`config.mk`:
```
export PLATFORM = sky130hd
export DESIGN_NAME = fms_supervisor
export DESIGN_NICKNAME = d
export VERILOG_FILES = /design/src/shared/fms_pkg.sv /design/src/fms_deglitch.sv /design/src/fms_supervisor.sv
export VERILOG_INCLUDE_DIRS = /design/src /design/src/shared
export SDC_FILE = /design/constraint.sdc
export NUM_CORES = 1
export LEC_CHECK = 0
export BUFFER_PORTS_ARGS = -buffer_cell sky130_fd_sc_hd__buf_2
export CORE_MARGIN = 2
export CORE_UTILIZATION = 55
export DETAILED_ROUTE_END_ITERATION = 8
export PLACE_DENSITY = 0.75
export SKIP_LAST_GASP = 1
export SYNTH_ARGS = -nofsm -noshare
export SYNTH_HDL_FRONTEND = slang
export SYNTH_SLANG_ARGS = --single-unit
```
`constraint.sdc`:
```
create_clock -name clock -period 17.98 [get_ports clock]
set_clock_uncertainty 0.05 [all_clocks]
set_input_delay 3.596 -clock clock [delete_from_list [all_inputs] [get_ports clock]]
set_output_delay 3.596 -clock clock [all_outputs]
set_load 0.01 [all_outputs]
```
`src/shared/fms_regs.svh`:
```
// register map, field positions and timing constants of the supervisor
`ifndef FMS_REGS_SVH
`define FMS_REGS_SVH
`define FMS_CLK_MHZ     100
`define FMS_ADDR_CTRL   8'h00
`define FMS_ADDR_QSTAT  8'h04
`define FMS_ADDR_DSTAT  8'h1C
`define FMS_CTRL_RST    8'h00
`define FMS_CTRL_TSEL   0
`define FMS_CTRL_SLEEP  1
`define FMS_CTRL_CH6    2
`define FMS_CTRL_CHLSB  4
`define FMS_QSTAT_CLKF  0
`define FMS_QSTAT_CLKB  1
`define FMS_DSTAT_LIMP  0
`define FMS_DSTAT_LERR  1
`define FMS_DSTAT_FAIL  2
`define FMS_DSTAT_LFLT  3
`define FMS_RESP_OKAY   2'h0
`define FMS_RESP_SLVERR 2'h2
`define FMS_SY_SCLK     0
`define FMS_SY_CSB      1
`define FMS_SY_MOSI     2
`define FMS_SY_LIMP     3
`define FMS_SY_IN       4
`define FMS_SY_PCLK     8
`define FMS_SY_RST      9
`define FMS_WD0_MS      32
`define FMS_WD1_MS      128
`define FMS_DGL_US      200
`define FMS_RST_DGL_US  10
`define FMS_CLK_DGL_NS  2000
`define FMS_CLK_LOW_HZ  100
`define FMS_WD0_CYC     (`FMS_WD0_MS * 1000 * `FMS_CLK_MHZ)
`define FMS_WD1_CYC     (`FMS_WD1_MS * 1000 * `FMS_CLK_MHZ)
`define FMS_DGL_CYC     (`FMS_DGL_US * `FMS_CLK_MHZ)
`define FMS_RST_DGL_CYC (`FMS_RST_DGL_US * `FMS_CLK_MHZ)
`define FMS_CLK_DGL_CYC (`FMS_CLK_DGL_NS * `FMS_CLK_MHZ / 1000)
`define FMS_CLK_LOW_CYC (`FMS_CLK_MHZ * 1000000 / `FMS_CLK_LOW_HZ)
`endif

```
`src/shared/fms_pkg.sv`:
```
// types of the fail mode supervisor
package fms_pkg;
  typedef struct packed {
    logic sclk;
    logic csb_n;
    logic mosi;
  } fms_spi_t;

  typedef struct packed {
    logic [23:0] cnt;
    logic        out;
  } fms_dgl_t;

  typedef struct packed {
    logic [9:0]  sy1;
    logic [9:0]  sy2;
    logic [1:0]  sprev;
    logic [3:0]  bitcnt;
    logic        anybit;
    logic        first;
    logic        last_tog;
    logic [23:0] wd_cnt;
    logic        link_fault;
    logic        lerr;
    logic        fail;
    logic [23:0] ck_cnt;
    logic        ck_prev;
    logic        clk_bad;
    logic        clk_fail;
    logic [7:0]  ctrl;
    logic        aw_have;
    logic [7:0]  aw_addr;
    logic        w_have;
    logic [7:0]  w_data;
    logic        w_strb0;
    logic        awready;
    logic        wready;
    logic        bvalid;
    logic [1:0]  bresp;
    logic        arready;
    logic        rvalid;
    logic [1:0]  rresp;
    logic [7:0]  rdata;
    logic [3:0]  chan_on;
    logic        ext;
  } fms_state_t;
endpackage : fms_pkg

```
`src/fms_deglitch.sv`:
```
// deglitch filter for one synchronised input
`timescale 1ns/1ns
module fms_deglitch #(
  parameter int CYC       = 20000,
  parameter bit FALL_ONLY = 1'b0
) (
  input  wire logic clock,
  input  wire logic rst_n,
  input  wire logic din,
  output logic      dout
);
  import fms_pkg::*;

  localparam logic [23:0] LIM = 24'(CYC - 1);

  if (CYC < 1 || CYC >= 2**24) begin : g_bad
    $error("deglitch count out of range");
  end

  fms_dgl_t s;
  fms_dgl_t n;

  always_comb begin
    n = s;
    if (din == s.out) begin
      n.cnt = 24'h000000;
    end else if (FALL_ONLY && din) begin
      n.out = 1'b1;
      n.cnt = 24'h000000;
    end else if (s.cnt >= LIM) begin
      n.out = din;
      n.cnt = 24'h000000;
    end else begin
      n.cnt = s.cnt + 24'h000001;
    end
  end

  always_ff @(posedge clock or negedge rst_n) begin
    if (!rst_n) begin
      s <= '0;
    end else begin
      s <= n;
    end
  end

  assign dout = s.out;
endmodule : fms_deglitch

```
`src/fms_supervisor.sv`:
```
// fail mode supervisor: link watchdog, input filters, clock monitor
// Operation
// filtered fail-force input high puts the device in fail mode
// in fail mode each channel follows its filtered direct input
// fail-force level readable in device status register
// any link error switches the device into fail mode
// frame with untoggled toggle bit is a link fault
// no good frame within 32 ms or 128 ms is a link fault
// frame bit count not multiple of sixteen is a link fault
// link fault sets link error flag, readable in next exchange
// link error flag holds in fail mode, clears on leaving it
// fail-force and direct inputs filtered symmetrically by 200 us
// filtered fail request rises after input high 200 us
// direct input high 200 us asserts filtered channel input
// reset pin filtered 10 us on falling edge only
// clock input filtered 2 us; too fast clock reads as failed
// clock monitor starts at reset rise; slow clock uses control bits
// valid clock lets channels follow the pwm duty setting
// clock fail latched until condition gone and quick status read
// external switch drive follows channel six setting in normal mode
// external switch drive off in sleep and fail mode
// lost logic supply silences the link and ends in watchdog timeout
// watchdog restarts on each good frame with toggled bit
//
// Decided for this implementation: the AXI4-Lite register port and the register offsets.
`timescale 1ns/1ns
`include "fms_regs.svh"
module fms_supervisor #(
  parameter int WD0_CYC     = `FMS_WD0_CYC,
  parameter int WD1_CYC     = `FMS_WD1_CYC,
  parameter int DGL_CYC     = `FMS_DGL_CYC,
  parameter int RST_DGL_CYC = `FMS_RST_DGL_CYC,
  parameter int CLK_DGL_CYC = `FMS_CLK_DGL_CYC,
  parameter int CLK_LOW_CYC = `FMS_CLK_LOW_CYC
) (
  input  wire logic             clock,
  input  wire logic             rstn,
  input  wire logic [7:0]       awaddr,
  input  wire logic             awvalid,
  output logic                  awready,
  input  wire logic [31:0]      wdata,
  input  wire logic [3:0]       wstrb,
  input  wire logic             wvalid,
  output logic                  wready,
  output logic [1:0]            bresp,
  output logic                  bvalid,
  input  wire logic             bready,
  input  wire logic [7:0]       araddr,
  input  wire logic             arvalid,
  output logic                  arready,
  output logic [31:0]           rdata,
  output logic [1:0]            rresp,
  output logic                  rvalid,
  input  wire logic             rready,
  input  wire fms_pkg::fms_spi_t spi_pins,
  input  wire logic             fail_force,
  input  wire logic [3:0]       direct_channel_input,
  input  wire logic             pwm_clk,
  input  wire logic             reset_pin_n,
  input  wire logic [3:0]       channel_pwm,
  output logic [3:0]            channel_on,
  output logic                  external_switch_drive,
  output logic                  fail_mode
);
  import fms_pkg::*;

  localparam logic [23:0] WD0_L = 24'(WD0_CYC - 1);
  localparam logic [23:0] WD1_L = 24'(WD1_CYC - 1);
  localparam logic [23:0] CKL_L = 24'(CLK_LOW_CYC - 1);

  if (WD0_CYC < 2 || WD1_CYC < 2 || CLK_LOW_CYC < 2 ||
      WD0_CYC >= 2**24 || WD1_CYC >= 2**24 ||
      CLK_LOW_CYC >= 2**24) begin : g_bad
    $error("supervisor count out of range");
  end

  //////////////////////////////////////////////////////////////////////////
  // reset release
  logic [1:0] rst_sy;
  logic       rst_n;

  always_ff @(posedge clock or negedge rstn) begin
    if (!rstn) begin
      rst_sy <= 2'h0;
    end else begin
      rst_sy <= {rst_sy[0], 1'b1};
    end
  end

  assign rst_n = rst_sy[1];

  //////////////////////////////////////////////////////////////////////////
  // input filters
  fms_state_t s;
  fms_state_t n;
  logic       limp_f;
  logic [3:0] in_f;
  logic       pclk_f;
  logic       rst_f;

  fms_deglitch #(
    .CYC       (DGL_CYC),
    .FALL_ONLY (1'b0)
  ) u_limp (
    .clock (clock),
    .rst_n (rst_n),
    .din   (s.sy2[`FMS_SY_LIMP]),
    .dout  (limp_f)
  );

  for (genvar i = 0; i < 4; i++) begin : g_in
    fms_deglitch #(
      .CYC       (DGL_CYC),
      .FALL_ONLY (1'b0)
    ) u_in (
      .clock (clock),
      .rst_n (rst_n),
      .din   (s.sy2[`FMS_SY_IN + i]),
      .dout  (in_f[i])
    );
  end

  fms_deglitch #(
    .CYC       (CLK_DGL_CYC),
    .FALL_ONLY (1'b0)
  ) u_pclk (
    .clock (clock),
    .rst_n (rst_n),
    .din   (s.sy2[`FMS_SY_PCLK]),
    .dout  (pclk_f)
  );

  fms_deglitch #(
    .CYC       (RST_DGL_CYC),
    .FALL_ONLY (1'b1)
  ) u_rst (
    .clock (clock),
    .rst_n (rst_n),
    .din   (s.sy2[`FMS_SY_RST]),
    .dout  (rst_f)
  );

  //////////////////////////////////////////////////////////////////////////
  // next state
  logic        sclk;
  logic        csb;
  logic        mosi;
  logic        sclk_rise;
  logic        cs_rise;
  logic        fault;
  logic        good;
  logic        qread;
  logic [23:0] wd_lim;

  always_comb begin
    n = s;
    n.sy1 = {reset_pin_n, pwm_clk, direct_channel_input, fail_force,
             spi_pins.mosi, spi_pins.csb_n, spi_pins.sclk};
    n.sy2 = s.sy1;
    sclk = s.sy2[`FMS_SY_SCLK];
    csb = s.sy2[`FMS_SY_CSB];
    mosi = s.sy2[`FMS_SY_MOSI];
    n.sprev = {csb, sclk};
    sclk_rise = sclk && !s.sprev[0];
    cs_rise = csb && !s.sprev[1];
    fault = 1'b0;
    good = 1'b0;
    qread = 1'b0;
    wd_lim = s.ctrl[`FMS_CTRL_TSEL] ? WD1_L : WD0_L;
    // frame check
    if (!csb && sclk_rise) begin
      if (!s.anybit) begin
        n.first = mosi;
      end
      n.anybit = 1'b1;
      n.bitcnt = s.bitcnt + 4'h1;
    end
    if (cs_rise) begin
      n.bitcnt = 4'h0;
      n.anybit = 1'b0;
      if (s.anybit) begin
        if (s.bitcnt != 4'h0) begin
          fault = 1'b1;
        end else if (s.first == s.last_tog) begin
          fault = 1'b1;
        end else begin
          good = 1'b1;
          n.last_tog = s.first;
        end
      end
    end
    // watchdog
    if (good) begin
      n.wd_cnt = 24'h000000;
    end else if (s.wd_cnt >= wd_lim) begin
      fault = 1'b1;
      n.wd_cnt = 24'h000000;
    end else begin
      n.wd_cnt = s.wd_cnt + 24'h000001;
    end
    // clock monitor
    n.ck_prev = pclk_f;
    if (pclk_f && !s.ck_prev) begin
      n.ck_cnt = 24'h000000;
      n.clk_bad = 1'b0;
    end else if (s.ck_cnt >= CKL_L) begin
      n.clk_bad = 1'b1;
    end else begin
      n.ck_cnt = s.ck_cnt + 24'h000001;
    end
    if (!rst_f) begin
      n.bitcnt = 4'h0;
      n.anybit = 1'b0;
      n.wd_cnt = 24'h000000;
      n.ck_cnt = 24'h000000;
      n.clk_bad = 1'b0;
    end
    // register writes
    if (awvalid && s.awready) begin
      n.aw_have = 1'b1;
      n.aw_addr = awaddr;
    end
    if (wvalid && s.wready) begin
      n.w_have = 1'b1;
      n.w_data = wdata[7:0];
      n.w_strb0 = wstrb[0];
    end
    if (bready && s.bvalid) begin
      n.bvalid = 1'b0;
    end
    if (n.aw_have && n.w_have && !n.bvalid) begin
      n.aw_have = 1'b0;
      n.w_have = 1'b0;
      n.bvalid = 1'b1;
      n.bresp = `FMS_RESP_OKAY;
      unique case (n.aw_addr)
        `FMS_ADDR_CTRL: begin
          if (n.w_strb0) begin
            n.ctrl = n.w_data;
          end
        end
        `FMS_ADDR_QSTAT, `FMS_ADDR_DSTAT: begin
        end
        default: begin
          n.bresp = `FMS_RESP_SLVERR;
        end
      endcase
    end
    // register reads
    if (rready && s.rvalid) begin
      n.rvalid = 1'b0;
    end
    if (arvalid && s.arready) begin
      n.rvalid = 1'b1;
      n.rresp = `FMS_RESP_OKAY;
      n.rdata = 8'h00;
      unique case (araddr)
        `FMS_ADDR_CTRL: begin
          n.rdata = s.ctrl;
        end
        `FMS_ADDR_QSTAT: begin
          qread = 1'b1;
          n.rdata[`FMS_QSTAT_CLKF] = s.clk_fail;
          n.rdata[`FMS_QSTAT_CLKB] = s.clk_bad;
        end
        `FMS_ADDR_DSTAT: begin
          n.rdata[`FMS_DSTAT_LIMP] = limp_f;
          n.rdata[`FMS_DSTAT_LERR] = s.lerr;
          n.rdata[`FMS_DSTAT_FAIL] = s.fail;
          n.rdata[`FMS_DSTAT_LFLT] = s.link_fault;
        end
        default: begin
          n.rresp = `FMS_RESP_SLVERR;
        end
      endcase
    end
    n.awready = !n.aw_have && !n.bvalid;
    n.wready = !n.w_have && !n.bvalid;
    n.arready = !n.rvalid;
    // fail mode and flags
    n.clk_fail = s.clk_bad || (s.clk_fail && !qread);
    n.link_fault = fault || (s.link_fault && !good);
    n.fail = limp_f || n.link_fault;
    n.lerr = fault || (s.lerr && n.fail);
    // outputs
    if (n.fail) begin
      n.chan_on = in_f;
    end else if (s.clk_bad) begin
      n.chan_on = s.ctrl[`FMS_CTRL_CHLSB +: 4];
    end else begin
      n.chan_on = channel_pwm;
    end
    n.ext = !n.fail && !s.ctrl[`FMS_CTRL_SLEEP] &&
            s.ctrl[`FMS_CTRL_CH6];
  end

  always_ff @(posedge clock or negedge rst_n) begin
    if (!rst_n) begin
      s <= '0;
    end else begin
      s <= n;
    end
  end

  assign awready               = s.awready;
  assign wready                = s.wready;
  assign bvalid                = s.bvalid;
  assign bresp                 = s.bresp;
  assign arready               = s.arready;
  assign rvalid                = s.rvalid;
  assign rresp                 = s.rresp;
  assign rdata                 = {24'h000000, s.rdata};
  assign channel_on            = s.chan_on;
  assign external_switch_drive = s.ext;
  assign fail_mode             = s.fail;
endmodule : fms_supervisor
```
-- After elaboration in Yosys (flattened, before gate mapping)
Cells that the tools add are included.
- bits in registers: 309
- bits of input ports: 73
- $add $sub $neg: 10
- magnitude comparators: 9
- eq/ne operators: 15
- muxes and demuxes: 57
- bitwise logic cells: 10
- reductions and logical operators: 51
- operators with widths (operator ; count):
    $mux 24 ; 21
    $add 24x1->24 const B ; 9
    $ge 24x15->1 const B ; 5
    $mux 25 ; 1
    $ge 24x10->1 const B ; 1
    $ge 24x20->1 const B ; 1
    $ge 24x24->1 ; 1
    $ge 24x8->1 const B ; 1
    $mux 1 ; 21
    $logic_and 1x1->1 ; 18
    $eq 8x3->1 const B ; 2
    $eq 8x5->1 const B ; 2
    $logic_not 8->1 ; 2
    $reduce_and 2->1 ; 8
    $logic_not 1->1 ; 13
    $mux 4 ; 3
    $mux 11 ; 1
    $mux 10 ; 1
    $mux 5 ; 2
    $not 1->1 ; 10
    $mux 9 ; 1
    $ne 3x3->1 const B ; 3
    $eq 1x1->1 ; 8
    $mux 6 ; 1
    other kinds (11) ; 16

-- Depth between registers and ports, before layout
Gate-level depths: netlist (run 1).
- depth after elaboration: 12
- gate-level depth with buffers: 9

-- By module
Synthesis (run 1) repeated with hierarchy kept, for this count alone.
- cells, all modules: 1136
- area, all modules: 12990.0 sq um
- by module, submodules not included (module ; instances ; cells each ; area each (sq um) ; sequential area each (sq um)):
    fms_supervisor ; 1 ; 548 ; 6033.3 ; 3303.2
    fms_deglitch at g_in[0].u_in ... ; 5 ; 92 ; 1028.5 ; 625.6
    fms_deglitch at u_rst ; 1 ; 70 ; 973.4 ; 625.6
    fms_deglitch at u_pclk ; 1 ; 58 ; 840.8 ; 625.6

-- Least setup slack after synthesis (run 1)
Ideal clock, no wire load.
- path kind: input to register
- start point: in awvalid
- end point: reg s[42] in the netlist's numbering
- arrival time: 5.066 ns
- path slack: 12.739 ns
- stages on the path: 5
- buffers on the path: 0
- cell sequence: nand2_2 mux2_2 nand3b_4 nor4b_4 mux2_2
- RTL lines (item ; RTL line ; text):
    start: declaration ; fms_supervisor.sv:39 ; input wire logic awvalid,
    end signal: assignment ; fms_supervisor.sv:301 ; s <= n;
    end: declaration ; fms_supervisor.sv:94 ; fms_state_t s;

==> results.md, run 1 <==
| Group | Result | Reported |
|:---|:---|:---|
| power and ir drop | Leakage | 0.006566 µW |
| drt | Routed wirelength normalized by instance count | 13.98 µm |
| clock tree | Clock Latency Late Sink | 0.56 ns |
| setup path | Reg2reg setup slack | 15.06 ns |
| die | Die W | 156.1 µm |
| timing | TNS Setup | 0 ns |
| final layout | Sequential cell area in the final layout | 7686 µm² |
| die | Total die area | 24,370 µm² |
| setup path | Reg2Reg Depth | 7 |
| logic synthesis | Post-synth EDFFs | 0 |
| logic synthesis | Count of cell types in the netlist | 62 |
| setup path | Data arrival, critical path | 5.49 ns |
| setup path | Startpoint types | input pin |
| power and ir drop | Total power of the final layout | 1534 µW |
| logic synthesis | Post-synthesis share of cell area spent on and, or, nand and nor gates | 16.95% |
| drt | Vias | 7,906 |
| final layout | Count of fill cells added during filler insertion | 1,768 |
| timing | Final count of hold timing violations | 0 |
| drt | Number of nets with antenna violations after detailed routing | 0 |
| logic synthesis | Share of synthesized flip-flops with an asynchronous set or reset | 100.0% |
| power and ir drop | Worst supply voltage drop on vdd | 77.56 µV |
| timing | Max-slew violation total from the final report | 0 |
| drt | Drt total wl | 21,600 µm |
| drt | First-pass iteration count of the detailed router | 5 |
| power and ir drop | Power density of the placed cells | 105.6 nW/µm² |
| timing | RSZ-0062 raised after global routing | no |
| logic synthesis | Cells after Synth | 1,089 |
| logic synthesis | Syn avg cell area | 11.69 µm² |
| logic synthesis | XOR/XNOR Fraction of Synth Area | 7.776% |
| timing | Minimum period implied by the final worst setup slack | 5.092 ns |
| final layout | Final net count | 1,332 |
| logic synthesis | Compound-cell area share of the yosys netlist | 5.014% |
| clock tree | Number of setup buffers added after CTS | 0 |
| logic synthesis | Area share of fa/ha/maj cells after synthesis | 2.064% |
| die | Starting density of the core | 56.04% |
| timing | Share of the clock period used by the worst path after layout | 28.32% |
| setup path | Critical register-to-register path startpoint | s[41] |
| grt | Via count of the first global-routing pass | 7,955 |
| clock tree | Post-cts sizing count | 0 |
| clock tree | CTS sink count | 307 |
| place | Number of buffers inserted by port buffering | 66 |
| place | Gpl congestion | 0.7818 |
| clock tree | Cell chosen for the clock root | sky130_fd_sc_hd__clkbuf_16 |
| logic synthesis | Post-synthesis sequential area ratio | 60.36% |
| setup path | Highest net fanout along the worst path | 9 |
| clock tree | H-tree Lvls | 1 |
| drt | Initial detailed-routing violation count | 496 |
| die | Overall die height | 156.1 µm |
| die | Row count | 55 |
| grt | Total gr overflow | 0 |
| timing | Slew of the pin with the lowest slew margin | 1.135 ns |
| die | Top-level I/O count | 120 |
| grt | Total GRT Usage | 18.74% |
| timing | Headroom to the max-slew limit | 24.36% |
| clock tree | Worst-path clk slew | 0.06 ns |
| setup path | Worst Setup End Kind | register |
| setup path | Data required, critical path | 18.38 ns |
| clock tree | Inserted Clock Buffers | 31 |
| logic synthesis | Primary FF master, synth | sky130_fd_sc_hd__dfrtp_1 |
| final layout | Antenna diode instance count | 0 |
| logic synthesis | Share of synthesized area spent on multiplexers | 4.109% |
| setup path | Timing startpoint of the critical path | awvalid |
| logic synthesis | Combined area of all synthesized cells | 12,730 µm² |
| logic synthesis | Dominant combinational cell family by area after synthesis | simple AND/OR/NAND/NOR gates |
| place | DP HPWL | 14,340 µm |
| drt | Post-route DRC | 0 |
| logic synthesis | #FFs+latches synth | 307 |
| grt | Maximum number of pins on one net before global-route repair | 203 |
| setup path | Capture point of the worst reg-to-reg path | s[97] |
| outcome | Status | completed |
| run | Number of max-cap violations | 0 |
| setup path | Critical path endpoint | s[45] |
| grt | Global-route wire length before repair | 37,530 µm |
| logic synthesis | Number of warning messages in the yosys log | 0 |
| final layout | Share of post-route cells with drive strength above 1 | 14.52% |
| hold path | Type of the most critical hold path | reg2async |
| final layout | Total area of multi-input combinational cells | 4954 µm² |
| grt | Number of antenna violations at the first check in global routing | 0 |
| clock tree | Cts hold-fix bufs | 0 |
| clock tree | Maximum buffer depth of the clock tree | 3 |
| clock tree | Clock tree from TritonCTS | done |
| die | Core Region | 22,710 µm² |
| setup path | Worst Setup Path Type | in2reg |
| timing | Fmax | 196.4 MHz |
| final layout | Synthesis-to-finish area growth | 14.09% |
| timing | Count of final setup violators | 0 |
| drt | Routed via count divided by cell count | 5.117 |
sequential cells by signal, summed over array words and instances, names as in the netlist, 4 cells and up:
signal,cells
rdata,8
g_in.u_in.dout,4
channel_on,4
u_limp.s,24
n,11
g_in.u_in.s,96
u_rst.s,24
u_pclk.s,24
s,96
power by group:
part	internal (µW)	switching [µW]	leakage, µW
registers	739	23.8	0.00395
logic	50.9	63.9	0.00209
clock network	398	258	0.000529
worst min-delay path by stage:
stage / slack, ns / end / cells after the start / start
after floorplan: 0.28 / csb / 0 / n[113]
after global placement: 0.23 / n[112] / 0 / rst_sy[1]
after detailed placement: 0.23 / n[113] / 0 / rst_sy[1]
after CTS: 0.24 / n[113] / 0 / rst_sy[1]
after global routing: 0.27 / n[112] / 0 / rst_sy[1]
final: 0.22 / n[113] / 0 / rst_sy[1]
layout make-up:
type / instances / share of cell area [%]
flip-flops and latches: 307 / 52.93
multi-input cells: 802 / 34.11
clock inverters: 13 / 1.241
clock buffers: 42 / 6.040
inverters: 27 / 0.6980
well taps: 285 / 2.456
repair buffers: 69 / 2.516
critical path, cell delays in order:
cell,delay [ns]
sky130_fd_sc_hd__buf_2,0.11
sky130_fd_sc_hd__nand2_2,0.18
sky130_fd_sc_hd__mux2_2,0.37
sky130_fd_sc_hd__nand3b_4,0.17
sky130_fd_sc_hd__nor4b_4,0.65
sky130_fd_sc_hd__mux2_2,0.41
logic make-up after synthesis:
family,Yosys count
DFF,307
AOI/OAI and AO/OA,79
buffers and inverters,80
adders and majority gates,21
muxes,47
other,2
xor gates and xnor gates,113
and+or+nand+nor,440
through the flow:
step,setup slack (ns),instances,utilization [%],hold WS (ns),instance area (µm²)
2_1_floorplan,8.740,1189,-,0.2812,13100
3_5_place_dp,12.31,1490,59.28,0.2325,13460
3_3_place_gp,12.32,1490,59.28,0.2287,13460
5_1_grt,12.76,1545,63.94,0.2668,14520
6_report,12.89,1545,63.94,0.2167,14520
4_1_cts,12.91,1545,63.94,0.2354,14520
routing by layer:
metal / track usage [%] / vias up / wire length [µm]
li1: - / 3887 / -
met1: 26.52 / 3868 / 10080
met2: 30.51 / 116 / 10290
met3: 2.583 / 35 / 683
met4: 5.767 / 0 / 540
met5: 0 / - / 0
cells in the mapped netlist, drive strengths merged (2+ instances only):
| cell type | n | share of area (%) |
|---|---|---|
| a31oi | 8 | 0.51 |
| buf | 43 | 2.6 |
| nor2 | 171 | 5.1 |
| a31o | 2 | 0.14 |
| a21bo | 2 | 0.16 |
| a2111oi | 3 | 0.55 |
| dfrtp | 307 | 60 |
| nand2 | 73 | 2.2 |
| nor3 | 20 | 0.79 |
| mux2 | 42 | 3.7 |
| a211oi | 3 | 0.22 |
| o31ai | 7 | 0.41 |
| xor2 | 54 | 3.7 |
| a22oi | 2 | 0.12 |
| mux2i | 5 | 0.39 |
| and2 | 9 | 0.44 |
| nor4 | 30 | 1.5 |
| nand2b | 4 | 0.20 |
| or4 | 5 | 0.32 |
| and3b | 3 | 0.21 |
| inv | 27 | 0.80 |
| a21boi | 7 | 0.41 |
| nand4 | 27 | 1.3 |
| a41oi | 5 | 0.34 |
| o21ai | 17 | 0.67 |
| or3 | 5 | 0.25 |
| nand3 | 47 | 1.9 |
| conb | 2 | 0.059 |
| nor3b | 2 | 0.12 |
| clkbuf | 10 | 0.29 |
| xnor2 | 59 | 4.1 |
| or2 | 2 | 0.098 |
| ha | 21 | 2.1 |
| a21oi | 13 | 0.51 |
| nand3b | 3 | 0.28 |
| nand4b | 2 | 0.14 |
| nor2b | 5 | 0.25 |
| and3 | 24 | 1.2 |
| and4 | 6 | 0.42 |
| a41o | 2 | 0.16 |
cells in the final DEF (no fill, tap or decap), drive strengths merged, types with 9 or more instances in the layout:
| cell type | synthesis | routed |
|---|---|---|
| xor2 | 54 | 54 |
| buf | 43 | 69 |
| xnor2 | 59 | 59 |
| nand3 | 47 | 47 |
| nor4 | 30 | 30 |
| o21ai | 17 | 17 |
| a21oi | 13 | 13 |
| nor3 | 20 | 20 |
| dfrtp | 307 | 307 |
| mux2 | 42 | 42 |
| and3 | 24 | 24 |
| clkbuf | 10 | 42 |
| nor2 | 171 | 171 |
| nand4 | 27 | 27 |
| and2 | 9 | 9 |
| ha | 21 | 21 |
| inv | 27 | 28 |
| nand2 | 73 | 73 |
| conb | 2 | 102 |
Note: power is estimated with default switching activity, not from simulation.
==> run 2, diff against run 1 <==
- ABC_AREA: not set -> 1
- CORE_UTILIZATION: 55 -> 54
- PLACE_DENSITY: 0.75 -> 0.76
- clock period: 17.98 -> 4.5 ns (I/O delays scaled with it)
==> results.md, run 2 <==
| Group | Result | Reported | Delta |
|:---|:---|:---|:---|
| logic synthesis | Post-synthesis share of cell area spent on and, or, nand and nor gates | 26.88% | was 16.95% |
| timing | TNS Setup | 0 ns | unchanged |
| die | Core Region | 25,840 µm² | was 22,710 µm² |
| final layout | Sequential cell area in the final layout | 7686 µm² | unchanged |
| clock tree | Clock tree from TritonCTS | done | unchanged |
| final layout | Top flop regs | g_in.u_in.s x96, s x96 | unchanged |
| setup path | Startpoint types | register | was input pin |
| power and ir drop | Leakage | 0.007479 µW | was 0.006566 µW |
| setup path | Highest net fanout along the worst path | 21 | was 9 |
| logic synthesis | Syn avg cell area | 9.190 µm² | was 11.69 µm² |
| drt | Drt total wl | 25,690 µm | was 21,600 µm |
| logic synthesis | Post-synthesis sequential area ratio | 54.64% | was 60.36% |
| logic synthesis | Number of warning messages in the yosys log | 0 | unchanged |
| clock tree | Inserted Clock Buffers | 30 | was 31 |
| logic synthesis | Area share of fa/ha/maj cells after synthesis | 1.869% | was 2.064% |
| grt | Total gr overflow | 0 | unchanged |
| drt | Post-route DRC | 0 | unchanged |
| final layout | Fraction of the core area covered by cells at the end of the flow | 61.51% | was 63.94% |
| logic synthesis | Post-synth EDFFs | 0 | unchanged |
| drt | First-pass iteration count of the detailed router | 5 | unchanged |
| power and ir drop | Power density of the placed cells | 389.9 nW/µm² | was 105.6 nW/µm² |
| final layout | Antenna diode instance count | 0 | unchanged |
| timing | Fmax | 360.0 MHz |  |
| timing | Count of final setup violators | 0 | unchanged |
| clock tree | Clock Latency Late Sink | 0.55 ns | was 0.56 ns |
| die | Die W | 165.4 µm | was 156.1 µm |
| place | Post-placement cell area | 14,840 µm² | was 13,460 µm² |
| die | Top-level I/O count | 120 | unchanged |
| logic synthesis | Largest area contributor in the synthesized netlist | sky130_fd_sc_hd__dfrtp_1 | unchanged |
| place | Worst setup timing slack at the placement stage | 1.686 ns | was 12.31 ns |
| drt | Routed via count divided by cell count | 4.931 | was 5.117 |
| final layout | Share of post-route cells with drive strength above 1 | 14.76% | was 14.52% |
| drt | Number of nets with antenna violations after detailed routing | 0 | unchanged |
| drt | Routed wirelength normalized by instance count | 12.63 µm | was 13.98 µm |
| place | DP HPWL | 18,100 µm | was 14,340 µm |
| grt | Via count of the first global-routing pass | 9,622 | was 7,955 |
| grt | Global-route wire length before repair | 43,550 µm | was 37,530 µm |
| final layout | Final net count | 1,771 | was 1,332 |
| die | Overall die height | 165.4 µm | was 156.1 µm |
| timing | Final count of hold timing violations | 0 | unchanged |
| final layout | Highest-count cells in the layout ignoring fill and taps | sky130_fd_sc_hd__dfrtp_1 (306), sky130_fd_sc_hd__nand2_1 (289), sky130_fd_sc_hd__nor2_1 (226), sky130_fd_sc_hd__inv_1 (174), sky130_fd_sc_hd__conb_1 (102) | was sky130_fd_sc_hd__dfrtp_1 (306), sky130_fd_sc_hd__nor2_1 (170), sky130_fd_sc_hd__conb_1 (102), sky130_fd_sc_hd__nand2_1 (71), sky130_fd_sc_hd__buf_2 (66) |
| grt | Maximum number of pins on one net before global-route repair | 86 | was 203 |
| logic synthesis | Share of synthesized area spent on multiplexers | 0.07119% | was 4.109% |
| outcome | Status | completed | unchanged |
| drt | Initial detailed-routing violation count | 498 | was 496 |
| timing | Minimum period implied by the final worst setup slack | 2.778 ns |  |
| timing | Slew of the pin with the lowest slew margin | 0.9150 ns | was 1.135 ns |
| final layout | Synthesis-to-finish area growth | 13.03% | was 14.09% |
| timing | Headroom to the max-slew limit | 38.83% | was 24.36% |
| grt | Number of antenna violations at the first check in global routing | 0 | unchanged |
| timing | Hold slack final | 0.07945 ns | was 0.2167 ns |
| timing | Share of the clock period used by the worst path after layout | 61.73% |  |
| logic synthesis | Compound-cell area share of the yosys netlist | 4.654% | was 5.014% |
| final layout | Count of fill cells added during filler insertion | 2,148 | was 1,768 |
| place | Gpl congestion | 0.8961 | was 0.7818 |
| logic synthesis | #FFs+latches synth | 307 | unchanged |
| setup path | Worst Setup End Kind | register | unchanged |
| hold path | Type of the most critical hold path | in2async | was reg2async |
| final layout | Final design area excluding fillers | 15,890 µm² | was 14,520 µm² |
| logic synthesis | Leading post-synthesis cells by cell area | sky130_fd_sc_hd__dfrtp_1 (55%), sky130_fd_sc_hd__nand2_1 (7.7%), sky130_fd_sc_hd__nor2_1 (6.0%) | was sky130_fd_sc_hd__dfrtp_1 (60%), sky130_fd_sc_hd__nor2_1 (5.0%), sky130_fd_sc_hd__xnor2_1 (4.1%) |
| die | Starting density of the core | 54.42% | was 56.04% |
| clock tree | Number of setup buffers added after CTS | 0 | unchanged |
| logic synthesis | Top-count cell post-synth | sky130_fd_sc_hd__dfrtp_1 | unchanged |
| grt | Total GRT Usage | 19.50% | was 18.74% |
| clock tree | Maximum buffer depth of the clock tree | 3 | unchanged |
| logic synthesis | Share of synthesized flip-flops with an asynchronous set or reset | 100.0% | unchanged |
| clock tree | CTS sink count | 307 | unchanged |
| drt | Vias | 10,030 | was 7,906 |
| final layout | Leading cell type in the layout, fill and taps excluded | sky130_fd_sc_hd__dfrtp_1 | unchanged |
| logic synthesis | Primary FF master, synth | sky130_fd_sc_hd__dfrtp_1 | unchanged |
| logic synthesis | Count of cell types in the netlist | 57 | was 62 |
| timing | RSZ-0062 raised after global routing | no | unchanged |
| clock tree | Cell chosen for the clock root | sky130_fd_sc_hd__clkbuf_16 | unchanged |
| setup path | Data arrival, critical path | 3.20 ns | was 5.49 ns |
| place | Number of buffers inserted by port buffering | 66 | unchanged |
| die | Row count | 59 | was 55 |
| final layout | Total area of multi-input combinational cells | 5607 µm² | was 4954 µm² |
| logic synthesis | Post-synth top cells | sky130_fd_sc_hd__dfrtp_1 (307), sky130_fd_sc_hd__nand2_1 (289), sky130_fd_sc_hd__nor2_1 (226) | was sky130_fd_sc_hd__dfrtp_1 (307), sky130_fd_sc_hd__nor2_1 (170), sky130_fd_sc_hd__nand2_1 (71) |
| power and ir drop | Worst supply voltage drop on vdd | 334.2 µV | was 77.56 µV |
| logic synthesis | Cells after Synth | 1,530 | was 1,089 |
| clock tree | Post-cts sizing count | 0 | unchanged |
| logic synthesis | Portion of synthesized cell area occupied by the leading cell type | 54.64% | was 60.36% |
| clock tree | Worst-path clk slew | 0.06 ns | about the same |
| setup path | Data required, critical path | 4.92 ns | was 18.38 ns |
| setup path | Worst Setup Path Type | reg2reg | was in2reg |
| clock tree | H-tree Lvls | 1 | unchanged |
| run | Number of max-cap violations | 0 | unchanged |
| logic synthesis | XOR/XNOR Fraction of Synth Area | 3.675% | was 7.776% |
| clock tree | Cts hold-fix bufs | 0 | unchanged |
| timing | Max-slew violation total from the final report | 0 | unchanged |
| timing | Post-route setup slack | 1.722 ns | was 12.89 ns |
| logic synthesis | Dominant combinational cell family by area after synthesis | simple AND/OR/NAND/NOR gates | unchanged |
| die | Total die area | 27,350 µm² | was 24,370 µm² |
| logic synthesis | Combined area of all synthesized cells | 14,060 µm² | was 12,730 µm² |
## run 2: path summary, 6_finish.rpt
check	start	endpoint	slack [ns]	depth (start not counted)
min in group clock	n[118]	s[118]	0.30	0
hold reg to reg	n[118]	s[118]	0.30	0
setup reg to reg	s[41]	s[100]	1.72	13
setup / recovery	s[41]	s[100]	1.72	13
hold / removal	rstn	rst_sy[1]	0.08	1
max in group asynchronous	rst_sy[1]	g_in[1].u_in.s[23]	2.94	1
## run 2: logic make-up (layout without fill, tap and decap cells)
group / count (synthesis) / after routing
AO/OA/AOI/OAI: 99 / 99
XOR/XNOR: 59 / 59
adder cells (fa/ha/maj): 21 / 21
buffers and inverters: 250 / 320
flip-flops: 307 / 307
multiplexers: 1 / 1
other: 2 / 102
AND/OR/NAND/NOR: 791 / 791
## run 2: routing by layer
metal  routed length [µm]  global-route usage, %  vias to the layer above
met4                  635                  6.113                        0
met5                    0                      0                        -
met2                12490                  33.45                      197
li1                     -                      -                     5025
met1                11400                  25.87                     4762
met3                 1169                  2.722                       50
## run 2: area by class of cell
type | count | share of cell area (%)
sequential | 307 | 48.36
clock buffer | 41 | 5.621
clock inverter | 14 | 0.9762
inverter | 193 | 4.606
tap | 335 | 2.637
multi-input combinational | 1073 | 35.28
timing repair buffer | 72 | 2.519
## run 2: power by group
group	internal, µW	total [µW]	leakage (µW)	switching (µW)
sequential	2950	3030	0.00395	85.6
combinational	192	573	0.00301	381
clock	1560	2590	0.000512	1030
## run 2: stage by stage
step,total power (µW),std cells
6_report,6196,2035
5_1_grt,6478,2035
4_1_cts,6268,2035
3_5_place_dp,3663,1980
3_3_place_gp,3640,1980
2_1_floorplan,3531,1630
## run 2: critical path, stage by stage (launching register included)
cell and delay (ns):
sky130_fd_sc_hd__dfrtp_1 0.46, sky130_fd_sc_hd__inv_1 0.20, sky130_fd_sc_hd__ha_1 0.37, sky130_fd_sc_hd__nand2_1 0.07
sky130_fd_sc_hd__inv_1 0.03, sky130_fd_sc_hd__nand2_1 0.06, sky130_fd_sc_hd__nand2_1 0.04, sky130_fd_sc_hd__nor2_1 0.15
sky130_fd_sc_hd__nand3_1 0.09, sky130_fd_sc_hd__inv_1 0.05, sky130_fd_sc_hd__nand3_1 0.61, sky130_fd_sc_hd__inv_1 0.33
sky130_fd_sc_hd__nand2_1 0.08, sky130_fd_sc_hd__nor2_1 0.10
==> run 3, diff against run 2 <==
- ABC_AREA: 1 -> 0
- CORE_UTILIZATION: 54 -> 53
- PLACE_DENSITY: 0.76 -> 0.75
- clock period: 4.5 -> 2.3 ns (I/O delays scaled with it)
==> results.md, run 3 (synthesized netlist as in run 1, its figures left out) <==
| Group | Result | Reported | Delta |
|:---|:---|:---|:---|
| outcome | Status | finished, violations left | was completed |
| outcome | Violations in the final reports | negative setup slack |  |
| clock tree | Inserted Clock Buffers | 30 | unchanged |
| die | Die W | 159.0 µm | was 165.4 µm |
| clock tree | Maximum buffer depth of the clock tree | 3 | unchanged |
| timing | Share of the clock period used by the worst path after layout | 105.0% | was 61.73% |
| setup path | Startpoint types | register | unchanged |
| drt | Highest metal layer used by the detailed router | met4 | unchanged |
| place | DP HPWL | 15,220 µm | was 18,100 µm |
| place | Gpl congestion | 0.7948 | was 0.8961 |
| grt | Global-route wire length before repair | 39,140 µm | was 43,550 µm |
| drt | First-pass iteration count of the detailed router | 5 | unchanged |
| clock tree | Cell chosen for the clock root | sky130_fd_sc_hd__clkbuf_16 | unchanged |
| final layout | Final design area excluding fillers | 15,290 µm² | was 15,890 µm² |
| power and ir drop | Leakage | 0.006923 µW | was 0.007479 µW |
| final layout | Top flop regs | g_in.u_in.s x96, s x96 | unchanged |
| grt | Via count of the first global-routing pass | 8,186 | was 9,622 |
| setup path | Capture point of the worst reg-to-reg path | channel_on[1] | was s[100] |
| timing | Post-route setup slack | -0.1147 ns | was 1.722 ns |
| place | Post-placement cell area | 14,010 µm² | was 14,840 µm² |
| drt | Drt total wl | 22,320 µm | was 25,690 µm |
| die | Starting density of the core | 54.06% | was 54.42% |
| timing | Final count of hold timing violations | 0 | unchanged |
| run | Number of max-cap violations | 0 | unchanged |
| final layout | Highest-count cells in the layout ignoring fill and taps | sky130_fd_sc_hd__dfrtp_1 (305), sky130_fd_sc_hd__nor2_1 (168), sky130_fd_sc_hd__conb_1 (102), sky130_fd_sc_hd__nand2_1 (71), sky130_fd_sc_hd__buf_2 (66) | was sky130_fd_sc_hd__dfrtp_1 (306), sky130_fd_sc_hd__nand2_1 (289), sky130_fd_sc_hd__nor2_1 (226), sky130_fd_sc_hd__inv_1 (174), sky130_fd_sc_hd__conb_1 (102) |
| final layout | Share of post-route cells with drive strength above 1 | 18.42% | was 14.76% |
| final layout | Count of non-filler cells in the finished layout | 1,639 | was 2,035 |
| hold path | Launch point of the worst hold path | rready |  |
| timing | Hold slack final | 0.08062 ns | was 0.07945 ns |
| clock tree | H-tree Lvls | 1 | unchanged |
| clock tree | Clock Latency Late Sink | 0.55 ns | about the same |
| hold path | Type of the most critical hold path | in2reg | was in2async |
| drt | Routed via count divided by cell count | 4.995 | was 4.931 |
| drt | Initial detailed-routing violation count | 391 | was 498 |
| timing | RSZ-0062 raised after global routing | yes | was no |
| drt | Length of routed met2 wiring | 10,590 µm | was 12,490 µm |
| hold path | Min-Delay Path Depth | 2 |  |
| drt | Routed met3 length | 823 µm | was 1169 µm |
| timing | Max-slew violation total from the final report | 0 | unchanged |
| die | Row count | 56 | was 59 |
| timing | Minimum period implied by the final worst setup slack | 2.415 ns | was 2.778 ns |
| place | Worst setup timing slack at the placement stage | -0.1959 ns | was 1.686 ns |
| timing | Slew of the pin with the lowest slew margin | 0.7781 ns | was 0.9150 ns |
| setup path | Data required, critical path | 2.69 ns | was 4.92 ns |
| die | Total die area | 25,270 µm² | was 27,350 µm² |
| power and ir drop | Power density of the placed cells | 798.7 nW/µm² | was 389.9 nW/µm² |
| final layout | Leading cell type in the layout, fill and taps excluded | sky130_fd_sc_hd__dfrtp_1 | unchanged |
| grt | Total GRT Usage | 18.35% | was 19.50% |
| timing | Count of final setup violators | 28 | was 0 |
| setup path | Worst Setup End Kind | register | unchanged |
| clock tree | Clock tree from TritonCTS | done | unchanged |
| clock tree | CTS sink count | 307 | unchanged |
| drt | Total routed wire length on the met1 layer | 10,460 µm | was 11,400 µm |
| hold path | Hold Crit Endpoint | rvalid |  |
| final layout | Final net count | 1,392 | was 1,771 |
| place | Number of buffers inserted by port buffering | 66 | unchanged |
| die | Top-level I/O count | 120 | unchanged |
| grt | Number of antenna violations at the first check in global routing | 1 | was 0 |
| die | Core Region | 23,540 µm² | was 25,840 µm² |
| timing | Fmax | 414.1 MHz | was 360.0 MHz |
| setup path | Highest net fanout along the worst path | 6 | was 21 |
| setup path | Reg2reg setup slack | -0.11 ns | was 1.72 ns |
| drt | Vias | 8,187 | was 10,030 |
| grt | Total gr overflow | 0 | unchanged |
| drt | Routed wirelength normalized by instance count | 13.62 µm | was 12.63 µm |
| setup path | Worst Setup Path Type | reg2reg | unchanged |
| setup path | Reg2Reg Depth | 8 | was 13 |
| place | Placed Cells | 1,570 | was 1,980 |
| timing | Headroom to the max-slew limit | 47.81% | was 38.83% |
| setup path | Data arrival, critical path | 2.80 ns | was 3.20 ns |
| drt | Post-route DRC | 0 | unchanged |
| clock tree | Worst-path clk slew | 0.06 ns | about the same |
| drt | Number of nets with antenna violations after detailed routing | 0 | unchanged |
| power and ir drop | Worst supply voltage drop on vdd | 602.0 µV | was 334.2 µV |
| die | Overall die height | 159.0 µm | was 165.4 µm |
| setup path | Critical register-to-register path startpoint | s[41] | unchanged |
| final layout | Synthesis-to-finish area growth | 20.14% | was 13.03% |
| grt | Maximum number of pins on one net before global-route repair | 60 | was 86 |
| setup path | Timing startpoint of the critical path | s[41] | unchanged |
-- run 3: cell types whose count changed in the layout (fill, tap and decap cells not counted), moves of 24 or more --
| cell | delta |
|---|---|
| sky130_fd_sc_hd__buf_4 | +38 |
| sky130_fd_sc_hd__inv_1 | -148 |
| sky130_fd_sc_hd__mux2_2 | +37 |
| sky130_fd_sc_hd__nand2_1 | -218 |
| sky130_fd_sc_hd__nand3_1 | -25 |
| sky130_fd_sc_hd__nor2_1 | -58 |
| sky130_fd_sc_hd__nor3_1 | -37 |
| sky130_fd_sc_hd__o21ai_2 | -24 |
| sky130_fd_sc_hd__xnor2_1 | +44 |
-- run 3: layout make-up --
class,count,area [µm²]
fillers,1826,8252
diodes,1,2.502
inverters,27,106.4
clock inverters,11,195.2
clock buffers,42,885.9
repair buffers,130,967.2
flip-flops and latches,307,7687
multi-input cells,802,5047
well taps,319,399.1
-- run 3: how the worst max path moves through the flow --
stage,end
final,channel_on[1]
after detailed placement,channel_on[1]
after global routing,channel_on[0]
after CTS,channel_on[1]
after floorplan,arready
after global placement,channel_on[1]
-- run 3: per-layer routing --
layer	track usage, %	vias to the layer above
li1	-	4017
met1	25.95	4004
met2	30.41	129
met3	2.839	37
met4	4.215	0
met5	0	-
-- run 3: critical path, stage by stage, from the launching register on --
cell,delay (ns)
sky130_fd_sc_hd__dfrtp_2,0.46
sky130_fd_sc_hd__inv_6,0.12
sky130_fd_sc_hd__ha_4,0.22
sky130_fd_sc_hd__a2111oi_4,0.33
sky130_fd_sc_hd__nor2_1,0.07
sky130_fd_sc_hd__or3_4,0.36
sky130_fd_sc_hd__o32ai_4,0.25
sky130_fd_sc_hd__buf_12,0.17
sky130_fd_sc_hd__mux2_4,0.30
-- run 3: repair_timing --
action	in CTS	in global routing
pin swaps	1	2
setup endpoints to repair	31	34
hold buffers	11	0
endpoints found under the hold margin	12	0
resized for setup	5	6
cloned	0	0
setup buffers	3	2
-- run 3: where the power goes --
part,internal (µW),total [µW],switching [µW]
Clock,3230,5190,1960
Combinational,512,1050,542
Sequential,5770,5970,192
Total,9520,12200,2700
-- run 3: per-stage QoR --
stage	util, %	setup TNS (ns)	total power (µW)
floorplan	-	-244.75	6741
global placement	59.50	-2.451	7035
detailed placement	59.50	-3.480	7089
CTS	64.79	-2.107	12340
global route	64.95	-4.126	12740
finish	64.95	-1.774	12210
